### config.mk
export PLATFORM = sky130hd
export DESIGN_NAME = pmw_device_flat
export DESIGN_NICKNAME = d
export VERILOG_FILES = /design/src/rtl/pmw_pkg.sv /design/src/rtl/pmw_bus_if.sv /design/src/rtl/pmw_device.sv /design/src/flat_wrapper.sv
export SDC_FILE = /design/constraint.sdc
export NUM_CORES = 1
export LEC_CHECK = 0
export ABC_CLOCK_PERIOD_IN_PS = 2450
export BUFFER_PORTS_ARGS = -buffer_cell sky130_fd_sc_hd__buf_4
export CELL_PAD_IN_SITES_DETAIL_PLACEMENT = 1
export CELL_PAD_IN_SITES_GLOBAL_PLACEMENT = 2
export CORE_MARGIN = 2
export CORE_UTILIZATION = 31
export DETAILED_ROUTE_END_ITERATION = 10
export PLACE_DENSITY = 0.86
export SLEW_MARGIN = 0
export SYNTH_ARGS = -nofsm -noshare
export SYNTH_HDL_FRONTEND = slang
export SYNTH_SLANG_ARGS = --single-unit
### constraint.sdc
create_clock -name clk -period 2.45 [get_ports clk]
set_input_delay 0.1225 -clock clk [delete_from_list [all_inputs] [get_ports clk]]
set_output_delay 0.1225 -clock clk [all_outputs]
set_load 0.05 [all_outputs]
### src/rtl/pmw_pkg.sv
// Constants shared by both ends of the power state and wake control link.
// Assumes one 20 MHz clock for both ends and a 32-bit word register map.
package pmw_pkg;
  // ************************************************************
  // Bus widths and register offsets
  // ************************************************************
  localparam int ADDR_W = 8;
  localparam int DATA_W = 32;
  localparam logic [7:0] OFS_PWR_CTRL = 8'h00;   // power_mgmt_control
  localparam logic [7:0] OFS_INTERRUPT_STATUS = 8'h04;    // interrupt_status
  localparam logic [7:0] OFS_INT_EN = 8'h08;     // interrupt enables
  localparam logic [7:0] OFS_WAKE_TEST = 8'h0c;  // wake_test_register
  localparam logic [7:0] OFS_PHY_BASIC = 8'h10;  // PHY register 0
  localparam logic [7:0] OFS_PHY_MODE = 8'h14;   // PHY register 17
  localparam logic [7:0] OFS_PHY_ISRC = 8'h18;   // PHY interrupt source
  localparam logic [7:0] OFS_PHY_IMASK = 8'h1c;  // PHY interrupt mask
  localparam logic [7:0] OFS_HOST_STS = 8'h40;   // host end status
  localparam logic [7:0] DEV_SPAN = 8'h40;       // addresses below go to the device
  // ************************************************************
  // Field positions
  // ************************************************************
  localparam int B_READY = 0;
  localparam int B_PSS_LO = 1;
  localparam int B_WAKEUP_SOURCE_STATUS_LO = 4;
  localparam int B_PULSE_SEL = 6;
  localparam int B_PIN_EN = 8;
  localparam int B_FRAME_EN = 9;
  localparam int B_ENERGY_EN = 10;
  localparam int B_WAKE_IRQ = 0;
  localparam int B_PHY_IRQ = 1;
  localparam int B_PHY_PD = 11;
  localparam int B_EDPD = 13;
  localparam int B_ENERGY_NOW = 1;
  localparam int B_ENERGY_SRC = 1;
  localparam int B_H_READY = 0;
  localparam int B_H_READ_DONE = 1;
  localparam int B_H_REFUSED = 2;
  // ************************************************************
  // Encodings and reset values
  // ************************************************************
  localparam logic [1:0] PSS_NORMAL = 2'b00;
  localparam logic [1:0] PSS_WOL = 2'b01;
  localparam logic [1:0] PSS_ENERGY = 2'b10;
  localparam logic [1:0] WAKEUP_SOURCE_STATUS_NONE = 2'b00;
  localparam logic [1:0] WAKEUP_SOURCE_STATUS_ENERGY = 2'b01;
  localparam logic [1:0] WAKEUP_SOURCE_STATUS_FRAME = 2'b10;
  localparam logic [31:0] WAKE_TEST_PATTERN = 32'h1234abcd;  // Arbitrary readback value
  localparam logic [31:0] ZERO_WORD = 32'h00000000;
  // ************************************************************
  // Timing
  // ************************************************************
  localparam int CLK_HZ = 20000000;
  localparam int CLK_NS = 1000000000 / CLK_HZ;
  localparam int RESUME_MAX_US = 2000;   // ready within 2 ms
  localparam int PULSE_MS = 50;          // wake pin pulse width
  localparam int RESUME_CYC = (RESUME_MAX_US * 1000) / CLK_NS;
  localparam int PULSE_CYC = (PULSE_MS * 1000000 + CLK_NS - 1) / CLK_NS;
  localparam int CNT_W = 24;
  localparam logic [23:0] CNT_ZERO = 24'h000000;
  localparam logic [23:0] CNT_ONE = 24'h000001;
  // ************************************************************
  // Power state machine
  // ************************************************************
  typedef enum logic [2:0]
  {
    PMW_NORMAL = 3'b001,
    PMW_SLEEP_WOL = 3'b010,
    PMW_SLEEP_ENERGY = 3'b100
  } pmw_state_t;
endpackage : pmw_pkg

### src/rtl/pmw_bus_if.sv
// Register link between the host end and the power control device end.
// Assumes both ends run on the same clock; read data follow one cycle after rd.
`timescale 1ns/1ns
interface pmw_bus_if;
  import pmw_pkg::*;
  logic [ADDR_W-1:0] addr;
  logic [DATA_W-1:0] wdata;
  logic wr;
  logic rd;
  logic [DATA_W-1:0] rdata;
  modport dev (input addr, input wdata, input wr, input rd, output rdata);
  modport host (output addr, output wdata, output wr, output rd, input rdata);
endinterface : pmw_bus_if

### src/rtl/pmw_device.sv
// Power state and wake control device end: registers, sleep states, wake pin.
// Assumes the host end keeps access ordering; inputs are synchronous to clk.
// Notes on behaviour
// - Sleep clears ready; only control readable
// - Host avoids other accesses while not ready
// - Writes ignored until a read occurs
// - Select 01 enters frame sleep, gates clocks
// - Frame sleep detects frames, sets status 10
// - Host programs filters before frame sleep
// - Wake flag sets on every enabled wake event
// - Wake test write always returns to normal
// - Energy sleep needs powerdown bit then 10
// - Carrier in energy sleep sets status 01
// - Host clears powerdown bit after ready
// - Flag held while source active; W1C
// - Host interrupt independent of pin enable
// - Pin pulsed 50 ms or held static
// - Pin drops on status or enable clear
// - PHY bit 0.11 powers down PHY
// - Bit 17.13 without energy powers down
// - Energy rise resumes PHY, flags interrupt
// - Ready returns within 2 ms of wake
//
// The implementer's own choices: the address map and the address-and-strobe port.
`timescale 1ns/1ns
module pmw_device
  import pmw_pkg::*;
#(
  parameter int RESUME_CYCLES = RESUME_CYC,
  parameter int PULSE_CYCLES = PULSE_CYC
)
(
  input wire logic clk,                 // 20 MHz clock
  input wire logic nrst,                // Async reset, active low
  pmw_bus_if.dev bus,                   // Register link
  input wire logic wake_frame_det,      // Wake-up frame match pulse
  input wire logic magic_det,           // Magic packet match pulse
  input wire logic line_energy_present, // Line energy level from PHY
  output logic wake_event_pin,          // External wake output, active high
  output logic host_irq,                // Host interrupt, active high
  output logic mac_clk_en,              // MAC clock gate
  output logic host_clk_en,             // Host interface clock gate
  output logic int_clk_en,              // Internal clock gate
  output logic rx_pm_clk_en,            // RX power management clock gate
  output logic phy_powered,             // PHY analog powered
  output logic phy_tx_en,               // PHY may transmit
  output logic phy_reset_pulse,         // PHY self reset on power up
  output logic phy_restore_pulse        // PHY restore after energy wake
);
  // ************************************************************
  // Declarations
  // ************************************************************
  pmw_state_t state_reg;
  logic ready_reg;
  logic read_seen_reg;
  logic [1:0] wakeup_source_status_reg;
  logic pulse_sel_reg, pin_en_reg, frame_en_reg, energy_en_reg;
  logic wake_flag_reg;
  logic [1:0] int_en_reg;
  logic phy_pd_reg, edpd_reg, energy_src_reg, energy_mask_reg;
  logic energy_q_reg, pme_q_reg;
  logic [CNT_W-1:0] resume_cnt_reg;
  logic [CNT_W-1:0] pulse_cnt_reg;
  logic [DATA_W-1:0] rdata_reg;
  logic asleep, wr_ok, pme_int, phy_int;
  logic wr_ctrl, wr_wake, w1c_sts, wr_ien, wr_basic, wr_mode, w1c_isrc, wr_imask;

  function automatic logic hit(input logic [ADDR_W-1:0] a, input logic [ADDR_W-1:0] ofs);
    hit = (a == ofs);
  endfunction : hit

  // ************************************************************
  // Access decode
  // ************************************************************
  // Sleep blocks all writes but the wake write
  assign asleep = (state_reg != PMW_NORMAL) || !ready_reg;
  assign wr_ok = bus.wr && read_seen_reg && !asleep;
  assign wr_ctrl = wr_ok && hit(bus.addr, OFS_PWR_CTRL);
  assign wr_wake = bus.wr && hit(bus.addr, OFS_WAKE_TEST) && (state_reg != PMW_NORMAL);
  assign w1c_sts = wr_ok && hit(bus.addr, OFS_INTERRUPT_STATUS);
  assign wr_ien = wr_ok && hit(bus.addr, OFS_INT_EN);
  assign wr_basic = wr_ok && hit(bus.addr, OFS_PHY_BASIC);
  assign wr_mode = wr_ok && hit(bus.addr, OFS_PHY_MODE);
  assign w1c_isrc = wr_ok && hit(bus.addr, OFS_PHY_ISRC);
  assign wr_imask = wr_ok && hit(bus.addr, OFS_PHY_IMASK);

  // A read arms writes; reset and return from sleep disarm them
  always_ff @(posedge clk or negedge nrst)
    if (!nrst)
      read_seen_reg <= 1'b0;
    else if (wr_wake)
      read_seen_reg <= 1'b0;
    else if (bus.rd)
      read_seen_reg <= 1'b1;

  // ************************************************************
  // Power state and ready
  // ************************************************************
  // Power state follows the select field; wake write forces normal
  always_ff @(posedge clk or negedge nrst)
    if (!nrst)
      state_reg <= PMW_NORMAL;
    else
    begin
      case (state_reg)
        PMW_NORMAL:
          if (wr_ctrl && bus.wdata[B_PSS_LO +: 2] == PSS_WOL)
            state_reg <= PMW_SLEEP_WOL;
          else if (wr_ctrl && bus.wdata[B_PSS_LO +: 2] == PSS_ENERGY)
            state_reg <= PMW_SLEEP_ENERGY;
        PMW_SLEEP_WOL, PMW_SLEEP_ENERGY:
          if (wr_wake)
            state_reg <= PMW_NORMAL;
        default:
          state_reg <= PMW_NORMAL;
      endcase
    end

  // Ready drops on sleep entry and comes back a fixed time after the wake write
  always_ff @(posedge clk or negedge nrst)
    if (!nrst)
    begin
      ready_reg <= 1'b1;
      resume_cnt_reg <= CNT_ZERO;
    end
    else if (wr_ctrl && bus.wdata[B_PSS_LO +: 2] != PSS_NORMAL
             && bus.wdata[B_PSS_LO +: 2] != 2'b11)
      ready_reg <= 1'b0;
    else if (wr_wake)
      resume_cnt_reg <= CNT_W'(RESUME_CYCLES - 1);
    else if (state_reg == PMW_NORMAL && !ready_reg)
    begin
      if (resume_cnt_reg == CNT_ZERO)
        ready_reg <= 1'b1;
      else
        resume_cnt_reg <= resume_cnt_reg - CNT_ONE;
    end

  // Clock gates per state; a write of the reserved 11 select keeps normal
  always_comb
  begin
    mac_clk_en = (state_reg == PMW_NORMAL);
    host_clk_en = (state_reg == PMW_NORMAL);
    int_clk_en = (state_reg != PMW_SLEEP_ENERGY);
    rx_pm_clk_en = (state_reg != PMW_SLEEP_ENERGY);
  end

  // ************************************************************
  // Control fields and wake source
  // ************************************************************
  // Plain control bits of the power control register
  always_ff @(posedge clk or negedge nrst)
    if (!nrst)
    begin
      pulse_sel_reg <= 1'b0;
      pin_en_reg <= 1'b0;
      frame_en_reg <= 1'b0;
      energy_en_reg <= 1'b0;
    end
    else if (wr_ctrl)
    begin
      pulse_sel_reg <= bus.wdata[B_PULSE_SEL];
      pin_en_reg <= bus.wdata[B_PIN_EN];
      frame_en_reg <= bus.wdata[B_FRAME_EN];
      energy_en_reg <= bus.wdata[B_ENERGY_EN];
    end

  // Wake source: detection sets, write of ones clears; detection wins
  always_ff @(posedge clk or negedge nrst)
    if (!nrst)
      wakeup_source_status_reg <= WAKEUP_SOURCE_STATUS_NONE;
    else if (state_reg == PMW_SLEEP_WOL && (wake_frame_det || magic_det))
      wakeup_source_status_reg <= WAKEUP_SOURCE_STATUS_FRAME;
    else if (state_reg == PMW_SLEEP_ENERGY && line_energy_present)
      wakeup_source_status_reg <= WAKEUP_SOURCE_STATUS_ENERGY;
    else if (wr_ctrl)
      wakeup_source_status_reg <= wakeup_source_status_reg & ~bus.wdata[B_WAKEUP_SOURCE_STATUS_LO +: 2];

  // Internal wake source stays up while status and its enable hold
  assign pme_int = (wakeup_source_status_reg[1] && frame_en_reg) || (wakeup_source_status_reg[0] && energy_en_reg);

  // Wake flag is sticky; a clear only takes once the source has gone
  always_ff @(posedge clk or negedge nrst)
    if (!nrst)
      wake_flag_reg <= 1'b0;
    else if (pme_int)
      wake_flag_reg <= 1'b1;
    else if (w1c_sts && bus.wdata[B_WAKE_IRQ])
      wake_flag_reg <= 1'b0;

  // ************************************************************
  // Wake pin
  // ************************************************************
  // Pulse width counted on clk, restarted by each new event edge
  always_ff @(posedge clk or negedge nrst)
    if (!nrst)
    begin
      pme_q_reg <= 1'b0;
      pulse_cnt_reg <= CNT_ZERO;
    end
    else
    begin
      pme_q_reg <= pme_int;
      if (pme_int && !pme_q_reg)
        pulse_cnt_reg <= CNT_W'(PULSE_CYCLES);
      else if (pulse_cnt_reg != CNT_ZERO)
        pulse_cnt_reg <= pulse_cnt_reg - CNT_ONE;
    end

  // Any clear of status or enables drops the pin one clock after the write
  always_ff @(posedge clk or negedge nrst)
    if (!nrst)
      wake_event_pin <= 1'b0;
    else
      wake_event_pin <= pin_en_reg && pme_int
                        && (!pulse_sel_reg || pulse_cnt_reg != CNT_ZERO);

  // ************************************************************
  // PHY power-down modes
  // ************************************************************
  // PHY control bits, the energy interrupt mask and the interrupt enables
  always_ff @(posedge clk or negedge nrst)
    if (!nrst)
    begin
      phy_pd_reg <= 1'b0;
      edpd_reg <= 1'b0;
      energy_mask_reg <= 1'b0;
      int_en_reg <= 2'b00;
    end
    else
    begin
      if (wr_basic)
        phy_pd_reg <= bus.wdata[B_PHY_PD];
      if (wr_mode)
        edpd_reg <= bus.wdata[B_EDPD];
      if (wr_imask)
        energy_mask_reg <= bus.wdata[B_ENERGY_SRC];
      if (wr_ien)
        int_en_reg <= bus.wdata[1:0];
    end

  // Energy rise while in energy powerdown sets the source; set wins clear
  always_ff @(posedge clk or negedge nrst)
    if (!nrst)
    begin
      energy_q_reg <= 1'b0;
      energy_src_reg <= 1'b0;
    end
    else
    begin
      energy_q_reg <= line_energy_present;
      if (edpd_reg && line_energy_present && !energy_q_reg)
        energy_src_reg <= 1'b1;
      else if (w1c_isrc && bus.wdata[B_ENERGY_SRC])
        energy_src_reg <= 1'b0;
    end

  // PHY power and one-cycle reset and restore strobes
  always_ff @(posedge clk or negedge nrst)
    if (!nrst)
    begin
      phy_reset_pulse <= 1'b0;
      phy_restore_pulse <= 1'b0;
    end
    else
    begin
      phy_reset_pulse <= wr_basic && phy_pd_reg && !bus.wdata[B_PHY_PD];
      phy_restore_pulse <= edpd_reg && line_energy_present && !energy_q_reg;
    end

  // Management stays up in both modes; only analog power is dropped
  assign phy_powered = !phy_pd_reg && !(edpd_reg && !line_energy_present);
  assign phy_tx_en = phy_powered;

  // ************************************************************
  // Interrupt and read data
  // ************************************************************
  assign phy_int = energy_src_reg && energy_mask_reg;
  // Pin enable plays no part in the host interrupt
  assign host_irq = (wake_flag_reg && int_en_reg[B_WAKE_IRQ])
                    || (phy_int && int_en_reg[B_PHY_IRQ]);

  // Registered read data; asleep, only the control register answers
  always_ff @(posedge clk or negedge nrst)
    if (!nrst)
      rdata_reg <= ZERO_WORD;
    else if (bus.rd)
    begin
      rdata_reg <= ZERO_WORD;
      if (hit(bus.addr, OFS_PWR_CTRL))
      begin
        rdata_reg[B_READY] <= ready_reg;
        rdata_reg[B_PSS_LO +: 2] <= (state_reg == PMW_SLEEP_WOL) ? PSS_WOL :
                                    (state_reg == PMW_SLEEP_ENERGY) ? PSS_ENERGY : PSS_NORMAL;
        rdata_reg[B_WAKEUP_SOURCE_STATUS_LO +: 2] <= wakeup_source_status_reg;
        rdata_reg[B_PULSE_SEL] <= pulse_sel_reg;
        rdata_reg[B_PIN_EN] <= pin_en_reg;
        rdata_reg[B_FRAME_EN] <= frame_en_reg;
        rdata_reg[B_ENERGY_EN] <= energy_en_reg;
      end
      else if (!asleep)
      begin
        if (hit(bus.addr, OFS_INTERRUPT_STATUS))
          rdata_reg[1:0] <= {phy_int, wake_flag_reg};
        else if (hit(bus.addr, OFS_INT_EN))
          rdata_reg[1:0] <= int_en_reg;
        else if (hit(bus.addr, OFS_WAKE_TEST))
          rdata_reg <= WAKE_TEST_PATTERN;
        else if (hit(bus.addr, OFS_PHY_BASIC))
          rdata_reg[B_PHY_PD] <= phy_pd_reg;
        else if (hit(bus.addr, OFS_PHY_MODE))
          rdata_reg[B_EDPD] <= edpd_reg;
        else if (hit(bus.addr, OFS_PHY_ISRC))
          rdata_reg[B_ENERGY_SRC] <= energy_src_reg;
        else if (hit(bus.addr, OFS_PHY_IMASK))
          rdata_reg[B_ENERGY_SRC] <= energy_mask_reg;
      end
    end

  assign bus.rdata = rdata_reg;
  // Live energy level is not readable in bit 1 of PHY mode; it shows only via phy_powered
endmodule : pmw_device

### src/flat_wrapper.sv
// flat-port wrapper written by rule: the top's interface ports become plain ports
module pmw_device_flat import pmw_pkg::*;
#(
  parameter int RESUME_CYCLES = RESUME_CYC,
  parameter int PULSE_CYCLES = PULSE_CYC
)
  (clk, nrst, wake_frame_det, magic_det, line_energy_present, wake_event_pin, host_irq, mac_clk_en, host_clk_en, int_clk_en, rx_pm_clk_en, phy_powered, phy_tx_en, phy_reset_pulse, phy_restore_pulse, bus_addr, bus_wdata, bus_wr, bus_rd, bus_rdata);
  pmw_bus_if bus_i ();
  input wire logic clk;
  input wire logic nrst;
  input wire logic wake_frame_det;
  input wire logic magic_det;
  input wire logic line_energy_present;
  output logic wake_event_pin;
  output logic host_irq;
  output logic mac_clk_en;
  output logic host_clk_en;
  output logic int_clk_en;
  output logic rx_pm_clk_en;
  output logic phy_powered;
  output logic phy_tx_en;
  output logic phy_reset_pulse;
  output logic phy_restore_pulse;
  input wire logic [$bits(bus_i.addr)-1:0] bus_addr;
  input wire logic [$bits(bus_i.wdata)-1:0] bus_wdata;
  input wire logic [$bits(bus_i.wr)-1:0] bus_wr;
  input wire logic [$bits(bus_i.rd)-1:0] bus_rd;
  output wire logic [$bits(bus_i.rdata)-1:0] bus_rdata;
  assign bus_i.addr = bus_addr;
  assign bus_i.wdata = bus_wdata;
  assign bus_i.wr = bus_wr;
  assign bus_i.rd = bus_rd;
  assign bus_rdata = bus_i.rdata;
  pmw_device #(.RESUME_CYCLES(RESUME_CYCLES), .PULSE_CYCLES(PULSE_CYCLES)) u_core (.clk(clk), .nrst(nrst), .bus(bus_i), .wake_frame_det(wake_frame_det), .magic_det(magic_det), .line_energy_present(line_energy_present), .wake_event_pin(wake_event_pin), .host_irq(host_irq), .mac_clk_en(mac_clk_en), .host_clk_en(host_clk_en), .int_clk_en(int_clk_en), .rx_pm_clk_en(rx_pm_clk_en), .phy_powered(phy_powered), .phy_tx_en(phy_tx_en), .phy_reset_pulse(phy_reset_pulse), .phy_restore_pulse(phy_restore_pulse));
endmodule
==> results_dict.tcl, run 1 <==
set metrics [dict create \
    multi_input_area_sq_um 2100 \
    wl_um 11900 \
    fin_util 0.394 \
    powerDensity_nw_per_um2 784 \
    antenna_found_initial 0 \
    cts.sinks 83 \
    worst_pin_slew_ns 1.24 \
    core_area_sq_um 13800 \
    cts.path.max_buffers 2 \
    grt.overflow.total 0 \
    cp.required_ns 2.65 \
    fill_cells 1591 \
    ant_nets 0 \
    muxShareOfSynthArea 0.0300 \
    finalCriticalPeriod_ns 2.36 \
    synth-simple-area-share 0.246 \
    die_w_um 123 \
    synth_top_cell_by_area "dfrtp_1" \
    synth-compound-area-share 0.121 \
    finClkSkew_ns 0.00558 \
    yosys-top-cells-area "dfrtp_1, nor2_1, buf_4" \
    place_ws_ns 0.0830 \
    syn_area_sq_um 4380 \
    design_area_sq_um 5450 \
    grt_util_all_layers 0.162 \
    num_vias 3673 \
    ys_ff_latch 83 \
    die-area_sq_um 15100 \
    final_cells 702 \
    synth_commonest_cells "dfrtp_1, nor2_1, nand2_1" \
    cts_buffers 9 \
    drtPass1Iterations 4 \
    synth_edf_count 0 \
    final_max_slew_viol_count 0 \
    cap_viol_max_count 0 \
    critPathCaptureType "flip-flop" \
    setup_slack_ns 0.0865 \
    place.gp.congestion 0.830 \
    drive_gt1_frac 0.224 \
    yosysWarningCount 0 \
    cts_tree "built" \
    crit_type "reg2reg" \
    hold_ws_ns 0.0104 \
    synth.most_common_cell "dfrtp_1" \
    initial_core_util 0.317 \
    synth_top_family_by_area "simple AND/OR/NAND/NOR gates" \
    synth.avg_cell_area_sq_um 9.85 \
    cts.clk_slew.worst_paths_ns 0.06 \
    io_buffers 54 \
    start_kind "flip-flop" \
    drc 0 \
    placed_area_sq_um 5050 \
    netlist.area_leader.share 0.463 \
    via_per_inst 5.23 \
    synth_fa_ha_area_frac 0.0114 \
    clock-root-buffer "clkbuf_16" \
    syn_inst 445 \
    seq_area_frac_synth 0.475 \
    grt_pass1_vias 3831 \
    io_pins 89 \
    detailed_place_hpwl_um 8430 \
    seq_area_sq_um 2080 \
    crit_fanout 9 \
    core.rowCount 43 \
    cp.arrival_ns 2.57 \
    holdCritPathClass "in2reg" \
    n_antenna_cell 0 \
    grt_max_degree 84 \
    synth-async-reset-ratio 1.00 \
    routedWlPerCell_um 16.9 \
    htree_levels 3 \
    max_clock_freq_ghz 0.423 \
    grt_pass1_wl_um 19300 \
    yosysUniqueCellTypes 66 \
    die_y_um 123 \
    dp.cells 681 \
    post_cts_buffers 0 \
    final_hold_viol_count 0 \
    rsz0062_at_grt "no" \
    slew_headroom 0.168 \
    insertion_delay_ns 0.34 \
    finalSetupTns_ns 0 \
    fin_nets 568 \
    synth_xor_area_frac 0.0540 \
    synthFlopType "dfrtp_1" \
    outcome "finished clean" \
    finalPower_mw 4.27 \
    p_leak_nw 2.27 \
    setup_violations 0 \
    ir_drop_mv 0.377 \
    min_period_over_period 0.965 \
    first_iter_violations 198 \
    area_growth_pct 24.3 \
]
[routing by layer]
layer,GRT usage,vias up,routed length (um)
met1,0.202,1877,5330
met3,0.0341,19,292
met2,0.279,45,6010
met4,0.0510,0,215
li1,-,1732,-
met5,0,-,0
[logic make-up (layout without fill, tap and decap cells)]
family                     after synthesis  after routing
other                                    1             13
buffers and inverters                   47            112
adders and majority gates                4              4
muxes                                   12             12
DFF                                     83             83
and+or+nand+nor                        192            192
AOI/OAI and AO/OA                       79             79
xor gates and xnor gates                27             27
[final timing paths]
check / cells after the start / from / to / slack (ns)
min reg2reg: 1 / u_core.energy_q_reg / u_core.phy_restore_pulse / 0.43
min: 2 / bus_wdata[8] / u_core.pin_en_reg / 0.01
max reg2reg: 5 / u_core.resume_cnt_reg[5] / u_core.resume_cnt_reg[23] / 0.09
max in group asynchronous: 3 / nrst / u_core.ready_reg / 1.73
max: 5 / u_core.resume_cnt_reg[5] / u_core.resume_cnt_reg[23] / 0.09
min in group asynchronous: 3 / nrst / u_core.pulse_cnt_reg[15] / 0.35
[where the power goes]
group	internal [mW]	switching, mW
clock network	0.943	0.541
registers	1.58	0.240
logic	0.418	0.545
[layout make-up]
| cell class | instances | area share |
|---|---|---|
| Multi-Input combinational cell | 327 | 0.386 |
| Timing Repair Buffer | 86 | 0.124 |
| Sequential cell | 83 | 0.382 |
| Clock inverter | 5 | 0.0138 |
| Clock buffer | 11 | 0.0464 |
| Tap cell | 180 | 0.0413 |
| Inverter | 10 | 0.00689 |
[cells in the final DEF, fill, tap and decap left out, types with 10 or more instances in the layout]
master	synthesis	layout
a21oi_1	20	20
buf_4	23	79
conb_1	1	13
dfrtp_1	81	81
inv_1	10	10
nand2_1	36	36
nand3_1	19	19
nor2_1	49	49
nor3_1	14	14
nor4_1	12	11
o21ai_0	10	10
xnor2_1	18	18
[worst max-delay path, stage by stage (launching register included)]
cell	delay, ns
dfrtp_1	0.41
or4_4	0.58
or4b_4	0.64
nor4_1	0.37
xnor2_1	0.18
nor2_2	0.04
[timing repair]
action,4_1_cts,5_1_grt
setup endpoints to repair,0,7
endpoints found under the hold margin,85,0
gates resized for setup,0,4
hold buffers,5,0
(Power assumes the default switching activity.)
==> run 2: changes to the inputs <==
--- a/config.mk
+++ b/config.mk
@@ -5,14 +5,14 @@
 export SDC_FILE = /design/constraint.sdc
 export NUM_CORES = 1
 export LEC_CHECK = 0
-export ABC_CLOCK_PERIOD_IN_PS = 2450
-export BUFFER_PORTS_ARGS = -buffer_cell sky130_fd_sc_hd__buf_4
+export ABC_CLOCK_PERIOD_IN_PS = 3100
+export BUFFER_PORTS_ARGS = -buffer_cell sky130_fd_sc_hd__buf_2
 export CELL_PAD_IN_SITES_DETAIL_PLACEMENT = 1
 export CELL_PAD_IN_SITES_GLOBAL_PLACEMENT = 2
 export CORE_MARGIN = 2
-export CORE_UTILIZATION = 31
+export CORE_UTILIZATION = 37
 export DETAILED_ROUTE_END_ITERATION = 10
-export PLACE_DENSITY = 0.86
+export PLACE_DENSITY = 0.95
 export SLEW_MARGIN = 0
 export SYNTH_ARGS = -nofsm -noshare
 export SYNTH_HDL_FRONTEND = slang
==> constraint.sdc (replaced) <==
create_clock -name clk -period 3.1 [get_ports clk]
set_input_delay 0.155 -clock clk [delete_from_list [all_inputs] [get_ports clk]]
set_output_delay 0.155 -clock clk [all_outputs]
set_load 0.05 [all_outputs]
==> run 2 against run 1 <==
  * The flow now finishes with violations (negative hold slack)
  * First-iteration DRC count down 27%
  * Sequential power down 20%
  * Total power down 25%
  * Final cell count down 8.5%
  * Sequential share of layout area up 3.2 points
  * Clock-buffer cell count down 2
  * Register-to-register slack better by 0.47 ns
  * Largest cell class unchanged
  * Highest routed layer unchanged
==> results_dict.tcl, run 2 (synthesis results as in run 1) <==
set metrics [dict create \
    finalSetupTns_ns 0 \
    slew_headroom 0.190 \
    place.gp.congestion 0.811 \
    endpoint "u_core.resume_cnt_reg[10]" \
    routedWlPerCell_um 17.3 \
    use_met2 0.295 \
    drtPass1Iterations 4 \
    drc 0 \
    cts_tree "built" \
    io_buffers 54 \
    cap_viol_max_count 0 \
    fin_nets 545 \
    finClkSkew_ns 0.00845 \
    worst-path-buf-inv 1 \
    postCtsHoldBufs 2 \
    hold_ws_ns -0.0152 \
    die_w_um 113 \
    post_cts_buffers 0 \
    cp.required_ns 3.28 \
    die_y_um 113 \
    min_period_over_period 0.820 \
    n_antenna_cell 0 \
    num_vias 3583 \
    cp.arrival_ns 2.72 \
    drive_gt1_frac 0.188 \
    wl_um 11100 \
    grt_pass1_wl_um 18600 \
    grt.overflow.total 0 \
    fin_util 0.438 \
    finalPower_mw 3.18 \
    slowest_stage "nor4b_1" \
    worst_pin_slew_ns 1.21 \
    insertion_delay_ns 0.34 \
    crit_cells 7 \
    cts.clk_slew.worst_paths_ns 0.06 \
    io_pins 89 \
    met1_usage 0.241 \
    via_per_inst 5.58 \
    core.rowCount 39 \
    violations "negative hold slack" \
    powerDensity_nw_per_um2 633 \
    final_max_slew_viol_count 0 \
    r2r_cells 7 \
    finalCriticalPeriod_ns 2.54 \
    ant_nets 0 \
    antenna_found_initial 0 \
    detailed_place_hpwl_um 7730 \
    setup_violations 0 \
    clock-root-buffer "clkbuf_16" \
    grt_max_degree 84 \
    final_common_cell "dfrtp_1" \
    reg2reg_setup_slack_ns 0.56 \
    htree_levels 3 \
    cts_buffers 9 \
    start_kind "flip-flop" \
    post_cts_resized 0 \
    final_cell_mix "dfrtp_1, buf_2, nor2_1" \
    busiest_layer "met2" \
    worstReg2RegStart "u_core.resume_cnt_reg[0]" \
    die-area_sq_um 12700 \
    area_growth_pct 14.7 \
    crit_fanout 7 \
    final_hold_viol_count 9 \
    outcome "finished with violations" \
    core_area_sq_um 11500 \
    grt_util_all_layers 0.180 \
    crit_family "simple AND/OR/NAND/NOR gates" \
    worstSetupStartpoint "u_core.resume_cnt_reg[0]" \
    crit_type "reg2reg" \
    first_iter_violations 145 \
    path_cells "inv_1, ha_1, nor4b_1, nand4_1, o21ai_1, or3_1, nand3_1" \
    rsz0062_at_grt "no" \
    r2r-end "u_core.resume_cnt_reg[10]" \
    cts.path.max_buffers 2 \
    ir_drop_mv 0.358 \
    crit_path_max_incr_delay_ns 0.57 \
    holdCritPathClass "in2async" \
    grt_pass1_vias 3615 \
    cts.sinks 83 \
    initial_core_util 0.382 \
    max_clock_freq_ghz 0.393 \
    p_leak_nw 2.10 \
    critPathCaptureType "flip-flop" \
    met3_usage 0.0396 \
]
run 2: layer usage:
layer  up-vias  routed length, um
li1       1694                  -
met1      1825               5140
met2        52               5490
met3        12                352
met4         0                136
met5         -                  0
run 2: where the power goes:
| part | internal [mW] | leakage, nW | switching (mW) | total (mW) |
|---|---|---|---|---|
| combinational | 0.267 | 0.966 | 0.382 | 0.649 |
| clock | 0.628 | 0.142 | 0.449 | 1.08 |
| sequential | 1.25 | 0.992 | 0.206 | 1.46 |
| total | 2.15 | 2.10 | 1.04 | 3.18 |
run 2: layout make-up:
| type | instances | area [sq um] |
|---|---|---|
| inverters | 10 | 37.5 |
| well taps | 143 | 179 |
| fillers | 1308 | 6440 |
| clock inverters | 7 | 76.3 |
| flip-flops and latches | 83 | 2080 |
| clock buffers | 9 | 225 |
| repair buffers | 63 | 345 |
| multi-input cells | 327 | 2080 |
run 2: worst min path at each step:
| stage | slack, ns | end | cells after the start |
|---|---|---|---|
| floorplan | -0.14 | u_core.bus.rdata[0] | 0 |
| global placement | 0.33 | u_core.phy_reset_pulse | 2 |
| detailed placement | 0.34 | u_core.phy_reset_pulse | 2 |
| CTS | 0.01 | u_core.edpd_reg | 2 |
| global route | 0.03 | u_core.pulse_sel_reg | 2 |
| finish | -0.02 | u_core.pulse_cnt_reg[19] | 1 |
run 2: per-stage QoR:
stage               setup slack, ns  std cells  cell area [sq um]
finish                        0.557        642               5020
global route                  0.253        642               5020
global placement              0.668        624               4700
floorplan                     0.446        457               4430
CTS                           0.540        642               5020
detailed placement            0.549        624               4700
